$ cat src/inc/reply_pkg.sv
// Package with reply packet constants and carrier types.
package reply_pkg;
  localparam logic [7:0] START_BYTE = 8'h5a;
  localparam logic [7:0] FRAMED_COMMAND_TYPE = 8'ha4;
  localparam logic [7:0] TAG_STATUS = 8'ha0;
  localparam logic [7:0] TAG_PROPERTY = 8'ha7;
  localparam logic [7:0] TAG_MEMORY_READ = 8'ha3;
  localparam logic [7:0] TAG_OTP_READ = 8'haf;
  localparam logic [7:0] TAG_RESOURCE_READ = 8'hb0;
  localparam logic [7:0] FLAGS_NONE = 8'h00;
  localparam logic [7:0] DATA_PHASE_FLAG = 8'h01;
  localparam logic [7:0] RESERVED_BYTE = 8'h00;
  localparam logic [31:0] SUCCESS_CODE = 32'h00000000;
  localparam logic [31:0] MEM_INTERNAL_FLASH = 32'h00000000;
  localparam logic [31:0] MEM_SERIAL_EXTERNAL = 32'h00000001;
  localparam logic [3:0] STATUS_PARAMS = 4'h2;
  localparam logic [3:0] MAX_PARAMS = 4'h7;
  localparam logic [3:0] MAX_PROPERTY_VALUES = 4'h6;
  localparam logic [3:0] MAX_OTP_WORDS = 4'h5;
  localparam logic [7:0] HEADER_BYTES = 8'h04;
  localparam logic [15:0] CRC_POLY = 16'h1021;
  localparam logic [15:0] CRC_INIT = 16'h0000;

  typedef enum logic [2:0] {
    KIND_STATUS = 3'h0,
    KIND_PROPERTY = 3'h1,
    KIND_MEMORY_READ = 3'h2,
    KIND_OTP_READ = 3'h3,
    KIND_RESOURCE_READ = 3'h4
  } reply_kind_e;

  typedef struct packed {
    reply_kind_e kind;
    logic [7:0] command_tag;
    logic [31:0] status;
    logic [31:0] byte_count;
    logic [3:0] value_count;
    logic [6:0][31:0] values;
  } reply_req_s;

  typedef struct packed {
    logic [7:0] data;
    logic last;
  } out_byte_s;
endpackage

$ cat src/hw/byte_skid.sv
// Two-entry buffer carrying output bytes with valid and ready on both sides.
`timescale 1ns/1ps
module byte_skid #(
  parameter int WIDTH = 9
) (
  input wire logic sys_clk,
  input wire logic resetn,
  input wire logic [WIDTH-1:0] in_data,
  input wire logic in_valid,
  output logic in_ready,
  output logic [WIDTH-1:0] out_data,
  output logic out_valid,
  input wire logic out_ready
);
  logic [WIDTH-1:0] slot0;
  logic [WIDTH-1:0] slot1;
  logic [1:0] count;
  logic push;
  logic pop;

  // A zero-width carrier cannot hold a byte and its marker.
  if (WIDTH < 1) begin : g_width_check
    $error("byte_skid width must be positive");
  end

  assign in_ready = (count != 2'd2);
  assign out_valid = (count != 2'd0);
  assign out_data = slot0;
  assign push = in_valid && in_ready;
  assign pop = out_valid && out_ready;

  always_ff @(posedge sys_clk or negedge resetn) begin
    if (!resetn) begin
      count <= 2'd0;
    end else begin
      count <= count + {1'b0, push} - {1'b0, pop};
    end
  end

  // Slot0 always holds the oldest word, so the output stays a register.
  always_ff @(posedge sys_clk or negedge resetn) begin
    if (!resetn) begin
      slot0 <= '0;
      slot1 <= '0;
    end else begin
      if (pop) begin
        slot0 <= (count == 2'd2) ? slot1 : in_data;
        if (push && count == 2'd2) begin
          slot1 <= in_data;
        end
      end else if (push) begin
        if (count == 2'd0) begin
          slot0 <= in_data;
        end else begin
          slot1 <= in_data;
        end
      end
    end
  end
endmodule

$ cat src/hw/target_response_packet_builder.sv
// Builder that serialises framed reply packets byte by byte.
`timescale 1ns/1ps
module target_response_packet_builder (
  input wire logic sys_clk,
  input wire logic resetn,
  input wire reply_pkg::reply_req_s req,
  input wire logic req_valid,
  output logic req_ready,
  output logic req_error,
  output logic [7:0] tx_data,
  output logic tx_last,
  output logic tx_valid,
  input wire logic tx_ready
);
  typedef enum logic [2:0] {
    ST_IDLE = 3'b000,
    ST_HEAD = 3'b001,
    ST_CRC = 3'b011,
    ST_CRC_OUT = 3'b010,
    ST_BODY = 3'b110
  } state_e;

  state_e state;
  logic [7:0] pkt [0:31];
  logic [5:0] pkt_len;
  logic [5:0] idx;
  logic [15:0] crc;
  logic [2:0] frame_idx;
  logic [7:0] next_byte;
  logic next_last;
  logic emit;
  logic buf_ready;
  logic [15:0] next_crc;
  logic req_ok;
  logic [7:0] hdr_tag;
  logic [7:0] hdr_flags;
  logic [3:0] hdr_count;
  logic [6:0][31:0] params;
  reply_pkg::out_byte_s buf_in;
  reply_pkg::out_byte_s buf_out;

  // Build header fields and parameter list for the requested kind.
  always_comb begin
    hdr_tag = reply_pkg::TAG_STATUS;
    hdr_flags = reply_pkg::FLAGS_NONE;
    hdr_count = reply_pkg::STATUS_PARAMS;
    params = req.values;
    params[0] = req.status;
    req_ok = 1'b1;
    unique case (req.kind)
      reply_pkg::KIND_STATUS: begin
        hdr_tag = reply_pkg::TAG_STATUS;
        params[1] = {24'h000000, req.command_tag};
      end
      reply_pkg::KIND_PROPERTY: begin
        hdr_tag = reply_pkg::TAG_PROPERTY;
        hdr_flags = reply_pkg::FLAGS_NONE;
        hdr_count = req.value_count + 4'h1;
        params[6:1] = req.values[5:0];
        req_ok = (req.value_count != 4'h0) && (req.value_count <= reply_pkg::MAX_PROPERTY_VALUES);
      end
      reply_pkg::KIND_MEMORY_READ: begin
        hdr_tag = reply_pkg::TAG_MEMORY_READ;
        hdr_flags = reply_pkg::DATA_PHASE_FLAG;
        params[1] = req.byte_count;
      end
      reply_pkg::KIND_OTP_READ: begin
        hdr_tag = reply_pkg::TAG_OTP_READ;
        hdr_count = reply_pkg::STATUS_PARAMS + req.value_count;
        params[1] = req.byte_count;
        params[6:2] = req.values[4:0];
        req_ok = (req.value_count <= reply_pkg::MAX_OTP_WORDS);
      end
      reply_pkg::KIND_RESOURCE_READ: begin
        hdr_tag = reply_pkg::TAG_RESOURCE_READ;
        hdr_flags = reply_pkg::DATA_PHASE_FLAG;
        params[1] = req.byte_count;
      end
      default: begin
        req_ok = 1'b0;
      end
    endcase
  end

  assign req_ready = (state == ST_IDLE);

  // Bad requests are dropped; the pulse tells the caller nothing was sent.
  always_ff @(posedge sys_clk or negedge resetn) begin
    if (!resetn) begin
      req_error <= 1'b0;
    end else begin
      req_error <= req_valid && req_ready && !req_ok;
    end
  end

  // Capture the command packet: header then parameters, low byte first.
  always_ff @(posedge sys_clk or negedge resetn) begin
    if (!resetn) begin
      pkt_len <= 6'd0;
      for (int i = 0; i < 32; i++) begin
        pkt[i] <= 8'h00;
      end
    end else if (req_valid && req_ready && req_ok) begin
      pkt[0] <= hdr_tag;
      pkt[1] <= hdr_flags;
      pkt[2] <= reply_pkg::RESERVED_BYTE;
      pkt[3] <= {4'h0, hdr_count};
      for (int p = 0; p < 7; p++) begin
        for (int b = 0; b < 4; b++) begin
          pkt[4 + p * 4 + b] <= params[p][b * 8 +: 8];
        end
      end
      pkt_len <= 6'(reply_pkg::HEADER_BYTES) + {hdr_count[3:0], 2'b00};
    end
  end

  // CRC update for one byte, MSB first without reflection.
  function automatic logic [15:0] crc_step(input logic [15:0] c, input logic [7:0] d);
    logic [15:0] r;
    r = c ^ {d, 8'h00};
    for (int i = 0; i < 8; i++) begin
      r = r[15] ? ((r << 1) ^ reply_pkg::CRC_POLY) : (r << 1);
    end
    return r;
  endfunction

  // Byte selection per state; frame header is start, type, length low, length high.
  always_comb begin
    next_byte = 8'h00;
    next_last = 1'b0;
    emit = 1'b0;
    unique case (state)
      ST_IDLE: begin
        emit = 1'b0;
      end
      ST_HEAD: begin
        emit = 1'b1;
        unique case (frame_idx[1:0])
          2'd0: next_byte = reply_pkg::START_BYTE;
          2'd1: next_byte = reply_pkg::FRAMED_COMMAND_TYPE;
          2'd2: next_byte = {2'b00, pkt_len};
          2'd3: next_byte = 8'h00;
        endcase
      end
      ST_CRC: begin
        emit = 1'b0;
      end
      ST_CRC_OUT: begin
        emit = 1'b1;
        next_byte = frame_idx[0] ? crc[15:8] : crc[7:0];
      end
      ST_BODY: begin
        emit = 1'b1;
        next_byte = pkt[idx[4:0]];
        next_last = (idx == pkt_len - 6'd1);
      end
      default: begin
        emit = 1'b0;
      end
    endcase
  end

  // CRC is computed before transmission since its field precedes the payload.
  always_comb begin
    next_crc = crc;
    if (state == ST_HEAD && emit && buf_ready) begin
      next_crc = crc_step(crc, next_byte);
    end else if (state == ST_CRC) begin
      next_crc = crc_step(crc, pkt[idx[4:0]]);
    end
  end

  // Sequencer; each packet is self-contained so the caller orders status last.
  always_ff @(posedge sys_clk or negedge resetn) begin
    if (!resetn) begin
      state <= ST_IDLE;
      idx <= 6'd0;
      frame_idx <= 3'd0;
      crc <= reply_pkg::CRC_INIT;
    end else begin
      crc <= next_crc;
      unique case (state)
        ST_IDLE: begin
          if (req_valid && req_ok) begin
            state <= ST_HEAD;
            frame_idx <= 3'd0;
            crc <= reply_pkg::CRC_INIT;
          end
        end
        ST_HEAD: begin
          if (buf_ready) begin
            if (frame_idx == 3'd3) begin
              state <= ST_CRC;
              idx <= 6'd0;
            end else begin
              frame_idx <= frame_idx + 3'd1;
            end
          end
        end
        ST_CRC: begin
          if (idx == pkt_len - 6'd1) begin
            state <= ST_CRC_OUT;
            frame_idx <= 3'd0;
            idx <= 6'd0;
          end else begin
            idx <= idx + 6'd1;
          end
        end
        ST_CRC_OUT: begin
          if (buf_ready) begin
            if (frame_idx[0]) begin
              state <= ST_BODY;
            end
            frame_idx <= frame_idx + 3'd1;
          end
        end
        ST_BODY: begin
          if (buf_ready) begin
            if (next_last) begin
              state <= ST_IDLE;
            end else begin
              idx <= idx + 6'd1;
            end
          end
        end
        default: begin
          state <= ST_IDLE;
        end
      endcase
    end
  end

  assign buf_in = '{data: next_byte, last: next_last};

  // The buffer absorbs receiver stalls so no byte is dropped mid-packet.
  byte_skid #(
    .WIDTH(9)
  ) out_buf (
    .sys_clk(sys_clk),
    .resetn(resetn),
    .in_data(buf_in),
    .in_valid(emit),
    .in_ready(buf_ready),
    .out_data(buf_out),
    .out_valid(tx_valid),
    .out_ready(tx_ready)
  );

  assign tx_data = buf_out.data;
  assign tx_last = buf_out.last;
endmodule

$ cat config.mk
export PLATFORM = sky130hd
export DESIGN_NAME = target_response_packet_builder
export DESIGN_NICKNAME = d
export VERILOG_FILES = /design/src/inc/reply_pkg.sv /design/src/hw/byte_skid.sv /design/src/hw/target_response_packet_builder.sv
export SDC_FILE = /design/constraint.sdc
export NUM_CORES = 1
export LEC_CHECK = 0
export BUFFER_PORTS_ARGS = -buffer_cell sky130_fd_sc_hd__buf_2
export CAP_MARGIN = 20
export CORE_ASPECT_RATIO = 1.75
export CORE_MARGIN = 4
export CORE_UTILIZATION = 57
export CTS_CLUSTER_DIAMETER = 120
export CTS_CLUSTER_SIZE = 25
export DETAILED_ROUTE_END_ITERATION = 10
export PLACE_DENSITY = 0.81
export SYNTH_ARGS = -nofsm -noshare
export SYNTH_HDL_FRONTEND = slang
export SYNTH_SLANG_ARGS = --single-unit
export TNS_END_PERCENT = 5
$ cat constraint.sdc
create_clock -name sys_clk -period 8.94 [get_ports sys_clk]
set_input_delay 0.894 -clock sys_clk [delete_from_list [all_inputs] [get_ports sys_clk]]
set_output_delay 0.894 -clock sys_clk [all_outputs]
set_load 0.02 [all_outputs]
==> results of run 1 <==
[sequential cells by signal, summed over array words and instances (netlist names)]
name              count
out_buf.count         2
out_buf.slot1         9
state                 3
out_buf.out_data      9
frame_idx             3
crc                  16
idx                   6
req_error             1
pkt_len               4
pkt                 234
[cell type report]
type	instances	area (µm²)	area share [%]
Antenna cell	2	5.00	0.0249
Inverter	21	78.8	0.392
Clock buffer	16	379	1.88
Timing Repair Buffer	334	1780	8.83
Tap cell	396	495	2.46
Sequential cell	287	7190	35.7
Clock inverter	1	16.3	0.0809
Multi-Input combinational cell	1580	10200	50.6
[synthesized netlist by cell type (all sizes together), types with 2 or more instances]
cell,count,area (µm²)
a211o,2,17.5
a31oi,5,31.3
clkbuf,123,462
o22a,3,26.3
a21o,4,30.0
xor2,18,158
dfrtp,287,7180
o21ai,219,1100
o32ai,5,43.8
nand4,4,25.0
nand3,7,35.0
a41o,2,20.0
o22ai,5,31.3
or3,3,18.8
o221a,2,22.5
nor3,6,30.0
o31ai,5,37.5
a221o,6,60.1
and3,5,31.3
mux2,15,169
nor2,255,957
buf,40,181
a22oi,6,45.0
a21oi,269,1350
mux2i,223,2230
or2,3,18.8
a221oi,30,275
a211oi,4,30.0
nor3b,2,15.0
and2,7,43.8
o221ai,9,78.8
nand3b,3,22.5
a222oi,5,50.1
nand2b,7,43.8
ha,16,200
nor2b,9,56.3
o211ai,2,15.0
xnor3,7,158
o311a,2,20.0
inv,20,75.1
xnor2,26,228
nand2,320,1200
mux4,49,1130
[power by group through the flow]
stage | logic, mW | clock network [mW] | registers (mW)
detailed placement | 2.61 | 0 | 2.29
floorplan | 1.95 | 0 | 2.13
finish | 2.63 | 0.739 | 2.29
global route | 2.89 | 0.787 | 2.34
global placement | 2.52 | 0 | 2.27
CTS | 2.61 | 0.744 | 2.27
[per-stage QoR]
stage,cell area [µm²],hold slack (ns)
2_1_floorplan,18100,0.437
3_3_place_gp,19700,0.452
3_5_place_dp,19700,0.459
4_1_cts,20100,0.437
5_1_grt,20100,0.461
6_report,20100,0.399
[kinds of logic (layout without fill, tap and decap cells)]
family	count (synthesis)	count (layout)	share of synthesized area (%)
simple gates	633	633	13.9
compound gates	592	592	18.5
mux	287	287	19.6
flops	287	287	39.8
buf+inv	184	372	4.00
xor+xnor	52	52	3.14
fa+ha+maj	16	16	1.11
other cells	0	2	0
[cell usage in the layout, fill, tap and decap left out, drive strengths merged, types with 5 or more instances in the layout]
cell type / instances
o32ai: 5
a31oi: 5
buf: 334
o31ai: 5
nand2: 320
a221o: 6
a21oi: 269
nand2b: 7
dfrtp: 287
and2: 7
inv: 20
mux4: 49
nor2: 255
nor2b: 9
o21ai: 219
clkbuf: 16
nor3: 6
mux2: 15
and3: 5
a222oi: 5
nand3: 7
a22oi: 6
ha: 16
xnor3: 7
mux2i: 223
o22ai: 5
xnor2: 26
xor2: 18
o221ai: 9
a221oi: 30
[final timing paths]
path                       startpoint        to  slack, ns  depth (start not counted)
max                            idx[0]    crc[8]       4.08                          9
min                            resetn  pkt[217]       0.40                          1
max reg2reg                    idx[0]    crc[8]       4.08                          9
min reg2reg                   pkt[29]   pkt[29]       0.48                          2
max in group asynchronous      resetn    idx[0]       6.69                          2
min in group sys_clk          pkt[29]   pkt[29]       0.48                          2
[layer usage]
| layer | track usage [%] | wire length, µm | up-vias |
|---|---|---|---|
| li1 | - | - | 7604 |
| met1 | 39.8 | 21000 | 8132 |
| met2 | 59.5 | 31400 | 887 |
| met3 | 4.93 | 4530 | 285 |
| met4 | 29.3 | 6670 | 2 |
| met5 | 0 | 14 | - |
[critical path, stage by stage (launching register included)]
cell and delay (ns):
dfrtp_4 0.83, buf_4 0.77, mux4_1 0.64, mux2_2 0.29
a221oi_2 0.23, a21oi_1 0.16, a222oi_1 0.82, xnor3_1 0.50
a221o_1 0.36, o21ai_0 0.07
==> flow_summary.ini, run 1 <==
[clock_tree]
clockBufferDepth = 3
cts_tree = done
insertion_delay_ns = 0.51
post_cts_buffers = 0
cts_resized = 0
cts_hold_buf = 0
cts_made_buffers = 15
clock-sinks = 287
h-tree-depth = 1
cts_root_buf = clkbuf_16
clk_pin_slew_ns = 0.11

[setup_path]
end_kind = register
crit_type = register to register
cp_max_fo = 50
startpoint_type = register
cp_data_required_time_ns = 9.37
cp.arrival_ns = 5.29

[floorplanning]
fp.dieH_um = 243
die_w_um = 143
start_util_pct = 57.5
pin_count = 319
rows = 86
dieArea_mm2 = 0.0347
core_area_mm2 = 0.0314

[logic_synthesis]
synth_warnings = 0
syn_avg_cell_area_um2 = 8.80
netlist_instances = 2051
synth-edff-count = 0
yosys_most_used_dff = dfrtp_1
ys_types = 60
async_flop_share_pct = 100
syn-num-nets = 2374
netlist_area_mm2 = 0.0181
ys_seq_elements = 287
synth_seq_area_share_pct = 39.8

[layout]
nets = 2562
final_layout_size_suffix_gt1_share_pct = 18.8
fin_util_pct = 64.0
fin_cells = 2637
synthToLayoutAreaGrowth_pct = 11.4
fillCellCount = 2704

[pwr]
seqPwrFrac_pct = 40.5
vdd_drop_max_mv = 0.247
clock_power_share_pct = 13.1
p_int_mw = 3.33
combPwrFrac_pct = 46.5
switchingPower_mw = 2.32
finalPower_mw = 5.66
powerDensity_mw_per_mm2 = 281
switching_share_pct = 41.1
p_leak_nw = 9.56

[routing]
dr.pass1.iters = 6
vias = 16900
wl_um = 63700
antenna_left = 0
drcViolationCount = 0
drtIter0Drc = 1843
vias_per_cell = 6.41
avgRoutedWirePerCell_um = 24.1

[placed_design]
dp_hpwl_um = 48300
dp_slack_ns = 4.12
portBuffers = 318
placedCellCount = 2616
gp_congestion = 1.01

[global_route]
grt_pass1_wl_um = 94900
antenna_found_initial = 3
grt_max_degree = 290
gr-usage-all-layers_pct = 35.7
grt_pass1_vias = 16600
overflow = 0

[timing]
tns_ns = 0
slew_violations = 0
finalClockSkew_ns = 0.0298
rsz0062_at_grt = no
relSlewSlack_pct = 10.9
period_share_pct = 54.3
fmax_mhz = 206
tightest_slew_ns = 1.34
hold_viol = 0
finalSetupViolations = 0
fin_ws_ns = 4.08
finalCriticalPeriod_ns = 4.86

[hold_path]
hold_path_class = primary input to asynchronous set/reset pin

[outcome]
status = complete, no violations

[job]
drv_cap = 0
(Power assumes the default switching activity.)
==> run 2, diff against run 1 <==
--- a/config.mk
+++ b/config.mk
@@ -9,11 +9,11 @@
 export CAP_MARGIN = 20
 export CORE_ASPECT_RATIO = 1.75
 export CORE_MARGIN = 4
-export CORE_UTILIZATION = 57
+export CORE_UTILIZATION = 52
 export CTS_CLUSTER_DIAMETER = 120
 export CTS_CLUSTER_SIZE = 25
 export DETAILED_ROUTE_END_ITERATION = 10
-export PLACE_DENSITY = 0.81
+export PLACE_DENSITY = 0.78
 export SYNTH_ARGS = -nofsm -noshare
 export SYNTH_HDL_FRONTEND = slang
 export SYNTH_SLANG_ARGS = --single-unit
==> constraint.sdc (replaced) <==
create_clock -name sys_clk -period 4.45 [get_ports sys_clk]
set_input_delay 0.445 -clock sys_clk [delete_from_list [all_inputs] [get_ports sys_clk]]
set_output_delay 0.445 -clock sys_clk [all_outputs]
set_load 0.02 [all_outputs]
==> run 2 against run 1 <==
Against the previous run:
- die area is 9.2% higher
- cell area is 1.2% higher
- sequential power is 110% higher
- register-to-register slack worse by 3.6 ns
- core utilization is 4.8 points lower
- routed wire length is 7.4% higher
- worst hold slack worse by 0.36 ns
- setup slack worse by 3.6 ns
- first-iteration DRC count is 4.6% lower
- non-clock buffer count is 14 higher
- final cell count is 2.9% higher
- sequential share of layout area is 0.42 points lower
- largest power group unchanged
- highest routed layer is now met4
==> flow_summary.ini, run 2 (synthesis results as in run 1) <==
[routing]
dr.pass1.iters = 5
antenna_left = 0
drtIter0Drc = 1758
wl_um = 68400
avgRoutedWirePerCell_um = 25.2
drcViolationCount = 0
vias_per_cell = 6.26
vias = 17000

[placed_design]
dp_hpwl_um = 53300
gp_congestion = 0.995
portBuffers = 318
placed_cell_area_mm2 = 0.0200

[timing]
slew_violations = 0
finalClockSkew_ns = 0.0489
relSlewSlack_pct = 23.8
finalSetupViolations = 0
fmax_mhz = 255
hold_viol = 0
period_share_pct = 88.2
finalCriticalPeriod_ns = 3.93
rsz0062_at_grt = no
tightest_slew_ns = 1.14
tns_ns = 0

[floorplanning]
die_w_um = 149
dieArea_mm2 = 0.0379
core_area_mm2 = 0.0343
pin_count = 319
fp.dieH_um = 254
rows = 90
start_util_pct = 52.6

[setup_path]
reg2reg_depth = 10
crit_type = register to register
crit-reg2reg-capture = crc[8]
r2r-start = idx[0]
crit_start = idx[0]
cp_max_fo = 35
cp.arrival_ns = 4.36
cp-endpoint = crc[8]
cp_data_required_time_ns = 4.88
end_kind = register
r2r_slack_ns = 0.52
startpoint_type = register

[global_route]
grt_max_degree = 125
antenna_found_initial = 1
grt_pass1_vias = 16500
grt_pass1_wl_um = 99200
gr-usage-all-layers_pct = 34.9
overflow = 0

[pwr]
p_leak_nw = 9.64
p_int_mw = 6.73
seqPwrFrac_pct = 41.3
clock_power_share_pct = 13.0
powerDensity_mw_per_mm2 = 567
switching_share_pct = 41.7
combPwrFrac_pct = 45.7
switchingPower_mw = 4.80
vdd_drop_max_mv = 0.290

[clock_tree]
h-tree-depth = 1
cts_made_buffers = 15
clk_pin_slew_ns = 0.11
clockBufferDepth = 3
insertion_delay_ns = 0.52
post_cts_buffers = 0
cts_hold_buf = 0
clock-sinks = 287
cts_resized = 0
cts_root_buf = clkbuf_16
cts_tree = done

[layout]
top_register = pkt
fillCellCount = 3140
mostFrequentLayoutCells = nand2_1, buf_2, dfrtp_1, a21oi_1, nor2_1
synthToLayoutAreaGrowth_pct = 12.7
nets = 2576
final_layout_size_suffix_gt1_share_pct = 19.4
fin_area_mm2 = 0.0204
largest_register_ffs = 234
top_regs = pkt (234), crc (16)
final_common_cell = nand2_1

[hold_path]
hold_path_class = primary input to asynchronous set/reset pin

[outcome]
status = complete, no violations

[job]
drv_cap = 0
## run 2: per-stage QoR
stage | power [mW] | cells | util, % | hold slack [ns] | setup slack (ns)
5_1_grt | 12.2 | 2714 | 59.3 | 0.0921 | 0.302
3_5_place_dp | 9.99 | 2696 | 58.1 | 0.459 | 0.544
6_report | 11.5 | 2714 | 59.3 | 0.0394 | 0.524
3_3_place_gp | 9.81 | 2696 | 58.1 | 0.455 | 0.607
4_1_cts | 11.5 | 2713 | 59.3 | 0.0676 | 0.527
2_1_floorplan | 8.20 | 2051 | - | 0.149 | 1.16
## run 2: how the worst min path moves through the flow
| stage | startpoint | endpoint | slack (ns) |
|---|---|---|---|
| finish | resetn | crc[0] | 0.04 |
| global route | resetn | pkt[218] | 0.09 |
| CTS | resetn | crc[0] | 0.07 |
| detailed placement | pkt[217] | pkt[217] | 0.46 |
| global placement | pkt[198] | pkt[198] | 0.45 |
| floorplan | resetn | crc[0] | 0.15 |
## run 2: critical path: stages, from the launching register on
cell      delay (ns)
dfrtp_4         0.85
buf_12          0.34
mux4_1          0.58
mux2_2          0.29
a221oi_2        0.30
a21oi_1         0.17
a222oi_1        0.26
buf_4           0.22
xnor3_1         0.35
a221o_1         0.36
o21ai_0         0.10
## run 2: area by class of cell
cell class	instances	area, µm²	area share [%]
Clock buffer	16	379	1.86
Multi-Input combinational cell	1580	10200	50.0
Antenna cell	1	2.50	0.0123
Clock inverter	1	16.3	0.0799
Tap cell	460	576	2.83
Inverter	21	78.8	0.387
Sequential cell	287	7190	35.3
Timing Repair Buffer	348	1940	9.52
## run 2: routing by layer
layer | wire, µm | up-vias | track usage, % | share of wire, %
met3 | 4130 | 270 | 4.20 | 6.0
li1 | - | 7634 | - | -
met5 | 0 | - | 0 | 0
met4 | 6720 | 0 | 27.5 | 9.8
met1 | 23100 | 8269 | 38.5 | 34
met2 | 34500 | 821 | 60.6 | 50
## run 2: power by group through the flow
stage	logic (mW)	clock network (mW)	registers (mW)
finish	5.27	1.50	4.76
global route	5.80	1.59	4.84
CTS	5.24	1.51	4.72
detailed placement	5.23	0	4.77
global placement	5.08	0	4.73
floorplan	3.93	0	4.28
